## src/design/token_host_pkg.sv

```systemverilog
package token_host_pkg;
  // token space geometry
  localparam int unsigned TOKEN_COUNT     = 8;
  localparam int unsigned INDEX_WIDTH     = 3;
  localparam int unsigned DATA_WIDTH      = 8;
  localparam int unsigned ADDR_WIDTH      = 15;
  // pin timing at 125 MHz core clock
  localparam int unsigned CLK_PERIOD_NS   = 8;
  localparam int unsigned ACCESS_TIME_NS  = 55;
  localparam int unsigned ACCESS_CYCLES   = (ACCESS_TIME_NS + CLK_PERIOD_NS - 1) / CLK_PERIOD_NS;
  localparam int unsigned RECOVER_TIME_NS = 20;
  localparam int unsigned RECOVER_CYCLES  = (RECOVER_TIME_NS + CLK_PERIOD_NS - 1) / CLK_PERIOD_NS;
  localparam int unsigned CNT_WIDTH       = 8;
  // command codes
  localparam logic [1:0] CMD_ACQUIRE = 2'h0;
  localparam logic [1:0] CMD_RELEASE = 2'h1;
  localparam logic [1:0] CMD_READ    = 2'h2;
  localparam logic [1:0] CMD_INIT    = 2'h3;
  // flag values as written on bit zero
  localparam logic       FLAG_TAKE   = 1'h0;
  localparam logic       FLAG_FREE   = 1'h1;
endpackage

```

## src/design/token_pins_if.sv

```systemverilog
`timescale 1ns/10ps
`default_nettype none
interface token_pins_if;
  logic                                     start;
  logic                                     is_write;
  logic [token_host_pkg::INDEX_WIDTH-1:0]   index;
  logic                                     wbit;
  logic                                     done;
  logic [token_host_pkg::DATA_WIDTH-1:0]    rdata;
  modport ctrl (output start, output is_write, output index, output wbit, input done, input rdata);
  modport cycle (input start, input is_write, input index, input wbit, output done, output rdata);
endinterface
`default_nettype wire

```

## src/design/token_pin_cycle.sv

```systemverilog
`timescale 1ns/10ps
`default_nettype none
// one token-space access on the device pins, read or write
module token_pin_cycle
(
  // clock and reset
  input  wire logic                                   i_core_clk,
  input  wire logic                                   i_resetn,
  // request side
  token_pins_if.cycle                                 req,
  // device pins
  input  wire logic [token_host_pkg::DATA_WIDTH-1:0]  i_data_in,
  output var  logic [token_host_pkg::DATA_WIDTH-1:0]  o_data_out,
  output var  logic                                   o_data_oe_n,
  output var  logic [token_host_pkg::ADDR_WIDTH-1:0]  o_addr,
  output var  logic                                   o_array_select_n,
  output var  logic                                   o_token_space_select_n,
  output var  logic                                   o_read_enable_n,
  output var  logic                                   o_write_n
);
  typedef enum logic [2:0]
  {
    ST_IDLE    = 3'h1,
    ST_ACTIVE  = 3'h2,
    ST_RECOVER = 3'h4
  } cyc_state_t;

  typedef struct packed
  {
    cyc_state_t                              state;
    logic [token_host_pkg::CNT_WIDTH-1:0]    cnt;
    logic                                    is_write;
    logic [token_host_pkg::DATA_WIDTH-1:0]   s1;
    logic [token_host_pkg::DATA_WIDTH-1:0]   s2;
    logic [token_host_pkg::DATA_WIDTH-1:0]   s3;
    logic [token_host_pkg::DATA_WIDTH-1:0]   rdata;
    logic                                    done;
    logic [token_host_pkg::DATA_WIDTH-1:0]   data_out;
    logic                                    data_oe_n;
    logic [token_host_pkg::ADDR_WIDTH-1:0]   addr;
    logic                                    sem_n;
    logic                                    oe_n;
    logic                                    we_n;
  } cyc_regs_t;

  cyc_regs_t r;
  cyc_regs_t next_r;

  always_comb
  begin
    next_r      = r;
    next_r.done = 1'b0;
    // three-stage capture of the data pins
    next_r.s1   = i_data_in;
    next_r.s2   = r.s1;
    next_r.s3   = r.s2;
    case (r.state)
      ST_IDLE:
      begin
        if (req.start)
        begin
          next_r.state    = ST_ACTIVE;
          next_r.cnt      = token_host_pkg::CNT_WIDTH'(token_host_pkg::ACCESS_CYCLES);
          next_r.is_write = req.is_write;
          next_r.addr     = {{(token_host_pkg::ADDR_WIDTH-token_host_pkg::INDEX_WIDTH){1'b0}}, req.index};
          next_r.sem_n    = 1'b0;
          next_r.oe_n     = req.is_write;
          next_r.we_n     = ~req.is_write;
          next_r.data_out = {{(token_host_pkg::DATA_WIDTH-1){1'b0}}, req.wbit};
          next_r.data_oe_n = ~req.is_write;
        end
      end
      ST_ACTIVE:
      begin
        if (r.cnt == '0)
        begin
          if (!r.is_write && (r.s2 == r.s3))
            next_r.rdata = r.s3;
          // drop select and enable between accesses
          next_r.sem_n     = 1'b1;
          next_r.oe_n      = 1'b1;
          next_r.we_n      = 1'b1;
          next_r.data_oe_n = 1'b1;
          next_r.state     = ST_RECOVER;
          next_r.cnt       = token_host_pkg::CNT_WIDTH'(token_host_pkg::RECOVER_CYCLES);
        end
        else
          next_r.cnt = r.cnt - 1'b1;
      end
      ST_RECOVER:
      begin
        if (r.cnt == '0)
        begin
          next_r.done  = 1'b1;
          next_r.state = ST_IDLE;
        end
        else
          next_r.cnt = r.cnt - 1'b1;
      end
      default:
        next_r.state = ST_IDLE;
    endcase
  end

  always_ff @(posedge i_core_clk)
  begin
    if (!i_resetn)
    begin
      r           <= '0;
      r.state     <= ST_IDLE;
      r.data_oe_n <= 1'b1;
      r.sem_n     <= 1'b1;
      r.oe_n      <= 1'b1;
      r.we_n      <= 1'b1;
    end
    else
      r <= next_r;
  end

  assign req.done               = r.done;
  assign req.rdata              = r.rdata;
  assign o_data_out             = r.data_out;
  assign o_data_oe_n            = r.data_oe_n;
  assign o_addr                 = r.addr;
  assign o_array_select_n       = 1'b1;
  assign o_token_space_select_n = r.sem_n;
  assign o_read_enable_n        = r.oe_n;
  assign o_write_n              = r.we_n;
endmodule
`default_nettype wire

```

## src/design/token_host.sv

```systemverilog
`timescale 1ns/10ps
`default_nettype none
// Notes on behaviour
// - write zero requests, write one releases
// - token select low, ordinary memory access
// - drop select between polling reads
// - acquire writes zero then reads back
// - failed acquire polls or withdraws request
// - software frees every token at start
// - array enable high during token access
module token_host
#(
  parameter int unsigned POLL_LIMIT = 16
)
(
  // clock and reset
  input  wire logic                                     i_core_clk,
  input  wire logic                                     i_resetn,
  // command port
  input  wire logic                                     i_cmd_valid,
  input  wire logic [1:0]                               i_cmd_op,
  input  wire logic [token_host_pkg::INDEX_WIDTH-1:0]   i_cmd_index,
  output logic                                          o_cmd_ready,
  output logic                                          o_resp_valid,
  output logic                                          o_resp_owned,
  output logic                                          o_resp_error,
  output logic [token_host_pkg::TOKEN_COUNT-1:0]        o_owned,
  // device pins
  input  wire logic [token_host_pkg::DATA_WIDTH-1:0]    i_data_in,
  output logic [token_host_pkg::DATA_WIDTH-1:0]         o_data_out,
  output logic                                          o_data_oe_n,
  output logic [token_host_pkg::ADDR_WIDTH-1:0]         o_addr,
  output logic                                          o_array_select_n,
  output logic                                          o_token_space_select_n,
  output logic                                          o_read_enable_n,
  output logic                                          o_write_n
);
  // ****************************************************
  // states and registers
  // ****************************************************
  typedef enum logic [5:0]
  {
    ST_INIT    = 6'h01,
    ST_IDLE    = 6'h02,
    ST_WRITE   = 6'h04,
    ST_VERIFY  = 6'h08,
    ST_WAIT    = 6'h10,
    ST_RESP    = 6'h20
  } host_state_t;

  typedef struct packed
  {
    host_state_t                               state;
    logic [1:0]                                op;
    logic [token_host_pkg::INDEX_WIDTH-1:0]    index;
    logic [token_host_pkg::CNT_WIDTH-1:0]      polls;
    logic                                      start;
    logic                                      is_write;
    logic                                      wbit;
    logic                                      ready;
    logic                                      resp_valid;
    logic                                      resp_owned;
    logic                                      resp_error;
    logic [token_host_pkg::TOKEN_COUNT-1:0]    owned;
  } host_regs_t;

  host_regs_t r;
  host_regs_t next_r;
  token_pins_if pins ();

  // ****************************************************
  // pin cycle engine
  // ****************************************************
  token_pin_cycle u_cycle
  (
    .i_core_clk             (i_core_clk),
    .i_resetn               (i_resetn),
    .req                    (pins.cycle),
    .i_data_in              (i_data_in),
    .o_data_out             (o_data_out),
    .o_data_oe_n            (o_data_oe_n),
    .o_addr                 (o_addr),
    .o_array_select_n       (o_array_select_n),
    .o_token_space_select_n (o_token_space_select_n),
    .o_read_enable_n        (o_read_enable_n),
    .o_write_n              (o_write_n)
  );

  assign pins.start    = r.start;
  assign pins.is_write = r.is_write;
  assign pins.index    = r.index;
  assign pins.wbit     = r.wbit;

  // ****************************************************
  // command sequencer
  // ****************************************************
  always_comb
  begin
    next_r            = r;
    next_r.start      = 1'b0;
    next_r.resp_valid = 1'b0;
    case (r.state)
      ST_INIT:
      begin
        if (r.start)
          next_r.start = 1'b0;
        else if (pins.done)
        begin
          if (r.index == token_host_pkg::INDEX_WIDTH'(token_host_pkg::TOKEN_COUNT - 1))
          begin
            next_r.index = '0;
            // a commanded init answers like any other command
            if (r.op == token_host_pkg::CMD_INIT)
            begin
              next_r.resp_owned = 1'b0;
              next_r.resp_error = 1'b0;
              next_r.state      = ST_RESP;
            end
            else
            begin
              next_r.state = ST_IDLE;
              next_r.ready = 1'b1;
            end
          end
          else
          begin
            next_r.index = r.index + 1'b1;
            next_r.start = 1'b1;
          end
        end
      end
      ST_IDLE:
      begin
        if (i_cmd_valid)
        begin
          next_r.ready    = 1'b0;
          next_r.op       = i_cmd_op;
          next_r.index    = i_cmd_index;
          next_r.polls    = '0;
          next_r.start    = 1'b1;
          next_r.is_write = (i_cmd_op != token_host_pkg::CMD_READ);
          next_r.wbit     = (i_cmd_op == token_host_pkg::CMD_ACQUIRE) ? token_host_pkg::FLAG_TAKE
                                                                     : token_host_pkg::FLAG_FREE;
          if (i_cmd_op == token_host_pkg::CMD_INIT)
          begin
            next_r.index = '0;
            next_r.owned = '0;
            next_r.state = ST_INIT;
          end
          else if (i_cmd_op == token_host_pkg::CMD_ACQUIRE)
            next_r.state = ST_WRITE;
          else
            next_r.state = ST_WAIT;
        end
      end
      ST_WRITE:
      begin
        if (pins.done)
        begin
          next_r.start    = 1'b1;
          next_r.is_write = 1'b0;
          next_r.state    = ST_VERIFY;
        end
      end
      ST_VERIFY:
      begin
        if (pins.done)
        begin
          // low bit zero means we own it
          if (pins.rdata[0] == token_host_pkg::FLAG_TAKE)
          begin
            next_r.owned[r.index] = 1'b1;
            next_r.resp_owned     = 1'b1;
            next_r.resp_error     = 1'b0;
            next_r.state          = ST_RESP;
          end
          else if (r.polls == token_host_pkg::CNT_WIDTH'(POLL_LIMIT - 1))
          begin
            // give up by withdrawing the request
            next_r.start      = 1'b1;
            next_r.is_write   = 1'b1;
            next_r.wbit       = token_host_pkg::FLAG_FREE;
            next_r.resp_owned = 1'b0;
            next_r.resp_error = 1'b1;
            next_r.state      = ST_WAIT;
          end
          else
          begin
            // each poll is a fresh select cycle
            next_r.polls = r.polls + 1'b1;
            next_r.start = 1'b1;
          end
        end
      end
      ST_WAIT:
      begin
        if (pins.done)
        begin
          if (r.op == token_host_pkg::CMD_RELEASE)
          begin
            next_r.owned[r.index] = 1'b0;
            next_r.resp_owned     = 1'b0;
            next_r.resp_error     = 1'b0;
          end
          else if (r.op == token_host_pkg::CMD_READ)
          begin
            next_r.resp_owned = (pins.rdata == '0);
            next_r.resp_error = (pins.rdata != '0) && (pins.rdata != '1);
          end
          next_r.state = ST_RESP;
        end
      end
      ST_RESP:
      begin
        next_r.resp_valid = 1'b1;
        next_r.ready      = 1'b1;
        next_r.state      = ST_IDLE;
      end
      default:
        next_r.state = ST_IDLE;
    endcase
  end

  always_ff @(posedge i_core_clk)
  begin
    if (!i_resetn)
    begin
      r          <= '0;
      r.state    <= ST_INIT;
      r.start    <= 1'b1;
      r.is_write <= 1'b1;
      r.wbit     <= token_host_pkg::FLAG_FREE;
    end
    else
      r <= next_r;
  end

  assign o_cmd_ready  = r.ready;
  assign o_resp_valid = r.resp_valid;
  assign o_resp_owned = r.resp_owned;
  assign o_resp_error = r.resp_error;
  assign o_owned      = r.owned;
endmodule
`default_nettype wire

```

## config.mk

```make
export PLATFORM = sky130hd
export DESIGN_NAME = token_host
export DESIGN_NICKNAME = d
export VERILOG_FILES = /design/src/design/token_host_pkg.sv /design/src/design/token_pins_if.sv /design/src/design/token_pin_cycle.sv /design/src/design/token_host.sv
export SDC_FILE = /design/constraint.sdc
export NUM_CORES = 1
export LEC_CHECK = 0
export BUFFER_PORTS_ARGS = -buffer_cell sky130_fd_sc_hd__buf_2
export CAP_MARGIN = 20
export CORE_ASPECT_RATIO = 1.75
export CORE_UTILIZATION = 35
export CTS_BUF_LIST = sky130_fd_sc_hd__clkbuf_8 sky130_fd_sc_hd__clkbuf_16
export CTS_CLUSTER_SIZE = 30
export DETAILED_ROUTE_END_ITERATION = 10
export GPL_TIMING_DRIVEN = 1
export PLACE_DENSITY_LB_ADDON = 0.15
export SLEW_MARGIN = 10
export SYNTH_ARGS = -nofsm -noshare
export SYNTH_HDL_FRONTEND = slang
export SYNTH_SLANG_ARGS = --single-unit
export TNS_END_PERCENT = 30
```

## constraint.sdc

```tcl
create_clock -name i_core_clk -period 3.65 [get_ports i_core_clk]
set_clock_uncertainty 0.15 [all_clocks]
set_input_delay 0.5475 -clock i_core_clk [delete_from_list [all_inputs] [get_ports i_core_clk]]
set_output_delay 0.5475 -clock i_core_clk [all_outputs]
set_load 0.05 [all_outputs]
```

=== Word-level counts from Yosys, hierarchy flattened ===
Index checks and enable logic that the tools add are counted.

* Add/subtract/negate cells: 3
* $lt $le $gt $ge: 2
* Eq/ne operators: 39
* Mux-type cells: 68
* Bitwise operators: 4
* Reduce and logical (&&, ||, !) cells: 31

{| class="wikitable"
|+ Operators with widths
! operator !! count
|-
| $mux 6 || 10
|-
| $mux 8 || 7
|-
| $pmux 8 s3 || 2
|-
| $pmux 6 s5 || 1
|-
| $ne 2x2->1 const B || 13
|-
| $mux 23 || 1
|-
| $mux 11 || 2
|-
| $mux 3 || 7
|-
| $mux 10 || 2
|-
| $mux 2 || 10
|-
| $mux 19 || 1
|-
| $logic_not 8->1 || 2
|-
| $pmux 8 s2 || 1
|-
| $reduce_bool 3->1 || 5
|-
| $ne 2x1->1 const B || 7
|-
| $mux 1 || 12
|-
| $mux 12 || 1
|-
| $pmux 3 s2 || 2
|-
| $reduce_and 3->1 || 4
|-
| $reduce_and 6->1 || 2
|-
| $reduce_and 5->1 || 2
|-
| $pmux 3 s3 || 1
|-
| $reduce_and 9->1 || 1
|-
| $add 8x1->8 const B || 1
|-
| 38 further kinds || 50
|}

* Flip-flop bits (word level): 87
* Bits of input ports: 16
* Output and inout port bits: 40
* Word-level logic and storage cells: 173

=== Longest topological paths before layout ===
* Word-level depth: 9
* Depth in mapped cells: 7
* Depth with buffers taken out: 7

=== Hierarchy ===
A second synthesis with hierarchy kept.

* Cell total of the unflattened synthesis: 484
* Area, all modules: 4,369.2 µm²

{| class="wikitable"
|+ By module, submodules not included
! module !! times used !! cells an instance !! area each (µm²) !! seq. area each (µm²)
|-
| token_pin_cycle || 1 || 245 || 2,334.7 || 1,041.0
|-
| token_host || 1 || 239 || 2,034.5 || 680.7
|}

=== Worst setup path after synthesis ===
No wires, ideal clock.

* Path kind: flip-flop to flip-flop
* Start: reg u_cycle.r[61] (netlist name)
* End: reg u_cycle.r[68] (netlist name)
* Setup time: 0.070 ns
* Arrival: 1.820 ns
* Required time: 3.430 ns
* Setup slack: 1.609 ns
* Cell stages (with the launch flop): 8
* Buffers on the path: 0
* Clock period less this slack: 2.041 ns
* Cells stage by stage: dfxtp_1 inv_1 ha_1 nor4b_1 a211oi_1 o21ai_0 or3_1 a21oi_1

* Cells in the longest elaborated chain, start to end: 3
* Elaborated cells between the ends (all ways): 7
* Classes of those cells: add/sub: 1; eq/ne: 1; mux: 3; reduce/logical: 2

{| class="wikitable"
|+ RTL lines
! what !! RTL line !! RTL
|-
| from (decl) || token_pin_cycle.sv:46 || <nowiki>cyc_regs_t r;</nowiki>
|-
| from (signal assigned) || token_pin_cycle.sv:117 || <nowiki>r <= next_r;</nowiki>
|-
| $sub 8x1->8 / $logic_not 8->1 (equally long branches) || n/a ||
|-
| $mux 8 (tied with other cells) || token_pin_cycle.sv:92 || <nowiki>if (r.cnt == '0)</nowiki>
|-
| $pmux 8 s3 / $reduce_and 3->1 (equally long branches) || n/a ||
|}

Several ways; a longest one is shown, not always the timed one. The select of a mux whose other input is x is not followed.
A chain may end at the register's enable or synchronous reset.

=== Worst setup path after layout ===
* Start: reg r[29] (netlist name)
* End: reg r[20] (netlist name)

* Cells in the longest elaborated chain, start to end: 3
* Elaborated cells between the ends (all ways): 9
* Classes of those cells: eq/ne: 6; mux: 1; reduce/logical: 2

{| class="wikitable"
|+ RTL lines
! what !! RTL line !! RTL
|-
| from (decl) || token_host.sv:67 || <nowiki>host_regs_t r;</nowiki>
|-
| from (signal assigned) || token_host.sv:235 || <nowiki>r <= next_r;</nowiki>
|-
| $eq 6x4->1 / $eq 6x2->1 (equally long branches) || token_host.sv:102 || <nowiki>case (r.state)</nowiki>
|-
| $ne 2x1->1 (no line) (tied with other cells) || n/a ||
|-
| $reduce_and 5->1 (no line) || n/a ||
|}

Several ways; a longest one is shown, not always the timed one.

==> flow_summary.yaml <==
yosys:
  synth_top_area_share: 0.405
  ys_warn_count: 0
  synthCells: 488
  avgSynthCellArea_sq_um: 8.71
  synth_edf_count: 0
  ys_ff_latch: 86
  yosys.cell_types.count: 61
  synth.most_common_cell: "dfxtp_1"
  synth.cell_area_sq_um: 4250
  async_flop_share: 0
  synth_top_area_cell: "dfxtp_1"
  synth_top_cells_by_count: "86 x dfxtp_1, 43 x nor2_1, 40 x nand2_1, 33 x buf_4, 29 x a21oi_1"
  yosys-top-cells-area: "dfxtp_1 40%, buf_4 5.8%, and2_1 4.0%"
  ys_seq_area_frac: 0.405
  synth_flop_cell: "dfxtp_1"
final_layout:
  drive_gt1_frac: 0.133
  postLayoutCoreUtil: 0.398
  n_antenna_cell: 0
  fin_nets: 527
  syn2layout_area_growth_pct: 9.56
  fillers: 1200
  finalNonFillerCells: 640
timing:
  finalHoldViolCount: 0
  tns_ns: 0
  fin_crit_sh: 0.719
  max_freq_mhz: 381
  finalSetupViolations: 0
  drv_slew: 0
  slew_headroom: 0.480
  rsz0062_at_grt: "false"
  worstMarginPinSlew_ns: 0.776
  period_minus_slack_ns: 2.63
hold_path:
  hold_start: "i_data_in[7]"
  holdPathEnd: "u_cycle.next_r[51]"
  hp-class: "in2reg"
  whs_path_depth: 2
clock_tree:
  cts_buffers: 9
  cts.reportedPaths.clkPinSlew_ns: 0.07
  clock-sinks: 86
  cts_root_buffer: "clkbuf_16"
  cts_repair_resize_count: 0
  cts_tree: "done"
  ctsHoldBuffers: 0
  cts_max_level: 3
  cts_setup_buffers: 0
  clkLatencyLatePin_ns: 0.35
  clock_path_buffers: 2
global_routing:
  grt_start_max_net_pins: 33
  overflow: 0
  track_usage: 0.167
  grt_pass1_wl_microns: 16200
  grt_pass1_vias: 3367
  antenna_found_initial: 0
placement:
  io_buffers: 35
  place_congestion: 0.831
  hpwlAfterDp_microns: 7180
  dp_cells: 624
critical_path:
  cp.arrival_ns: 2.74
  rr_worst_depth: 5
  critPathKind: "reg2reg"
  reg2reg_from: "r[29]"
  start_kind: "flip-flop"
  crit_path_end_kind: "flip-flop"
  crit_required_ns: 3.77
  critical_path.max_fanout: 16
  regToRegSetupSlack_ns: 1.02
  r2r_end: "r[20]"
drt:
  drc: 0
  dr.pass1.iters: 4
  wl_per_cell_microns: 15.1
  vias: 3384
  drtIter0Drc: 237
  viasPerCell: 5.29
  finalWirelength_microns: 9680
  drtAntennaViolNets: 0
floorplanning:
  io_pins: 56
  rows: 52
  core_sq_um: 11700
  die_height_microns: 148
  start_util: 0.363
  die_area_sq_um: 12600
  die_w_microns: 85.3
power:
  power.share.clock: 0.467
  p_int_w: 0.00164
  p_comb_frac: 0.088
  ir_worst_vdd_mv: 0.235
  leakagePower_nw: 2.02
  p_total_w: 0.00221
  switching_share: 0.261
  p_switching_w: 0.000577
  pwr-share-seq: 0.445
  p_per_area_nw_per_um2: 475
run:
  cap_violations: 0
outcome:
  status: "completed"
[cell usage in the layout (no fill, tap or decap), drive strengths merged, types with 5 or more instances in the layout]
cell type and count:
nand4 7, a211oi 5, xor2 15, nand2b 6
o21ai 22, mux2i 9, dfxtp 86, ha 11
conb 20, inv 18, nor2b 9, buf 37
clkbuf 9, or4 6, nor2 43, o211ai 8
nand3 15, and2 27, o31ai 6, a21oi 29
nand2 40, nor4 7, nor3 10
[metal layers]
layer	GRT usage	wire (microns)	vias to the layer above	share of wire
met1	0.176	3880	1581	0.40
met3	0.0296	277	27	0.029
met2	0.299	5090	78	0.53
met5	0	0	-	0
met4	0.107	435	0	0.045
li1	-	-	1698	-
[flip-flops by register name, summed over array words and instances (netlist names), 3 cells and up]
register,cells
o_owned,8
pins.index,3
r,16
u_cycle.next_r,16
u_cycle.o_addr,3
u_cycle.r,20
u_cycle.req.rdata,8
[cell type report]
type	instances	area [sq um]	area share
Timing Repair Buffer	37	190	0.0408
Clock buffer	9	225	0.0483
Tap cell	135	169	0.0363
Clock inverter	7	111	0.0239
Sequential cell	86	1720	0.369
Multi-Input combinational cell	352	2190	0.470
Inverter	14	52.6	0.0113
[power by group through the flow]
stage	Clock [W]	Sequential, W	Combinational (W)
2_1_floorplan	0	0.00101	0.000166
3_3_place_gp	0	0.00100	0.000196
3_5_place_dp	0	0.00100	0.000197
4_1_cts	0.00107	0.000983	0.000197
5_1_grt	0.00111	0.000988	0.000215
6_report	0.00103	0.000984	0.000196
[metrics by stage]
step	cell area (sq um)	hold slack [ns]	setup WS, ns
5_1_grt	4660	0.240	0.899
3_5_place_dp	4320	0.269	1.05
3_3_place_gp	4320	0.264	1.03
6_report	4660	0.254	1.02
4_1_cts	4650	0.237	1.05
2_1_floorplan	4320	0.262	1.61
[cell families (layout without fill, tap and decap cells)]
kind of cell,count (synthesis),count (layout),share of synthesized area
other,2,20,0.00177
flip-flops,86,86,0.405
multiplexers,9,9,0.0212
AO/OA/AOI/OAI,101,101,0.160
buffers and inverters,68,67,0.0974
adder cells (fa/ha/maj),11,11,0.0324
XOR/XNOR,15,15,0.0309
AND/OR/NAND/NOR,196,196,0.252
[worst max-delay path: stages (launching register included)]
cell and delay, ns:
dfxtp_1 0.56, nor4b_2 0.43, nand3_1 0.39, o21a_2 0.34, or4_1 0.51, a21oi_1 0.15
[worst max-delay path by stage]
stage,cells past startpoint,slack [ns],end,startpoint
6_report,5,1.02,r[20],r[29]
5_1_grt,5,0.90,r[20],r[29]
4_1_cts,5,1.05,r[18],r[29]
3_5_place_dp,5,1.05,r[22],r[29]
3_3_place_gp,5,1.03,r[20],r[29]
2_1_floorplan,7,1.61,u_cycle.r[68],u_cycle.r[61]
No activity file was read; power rests on OpenSTA's default activity.
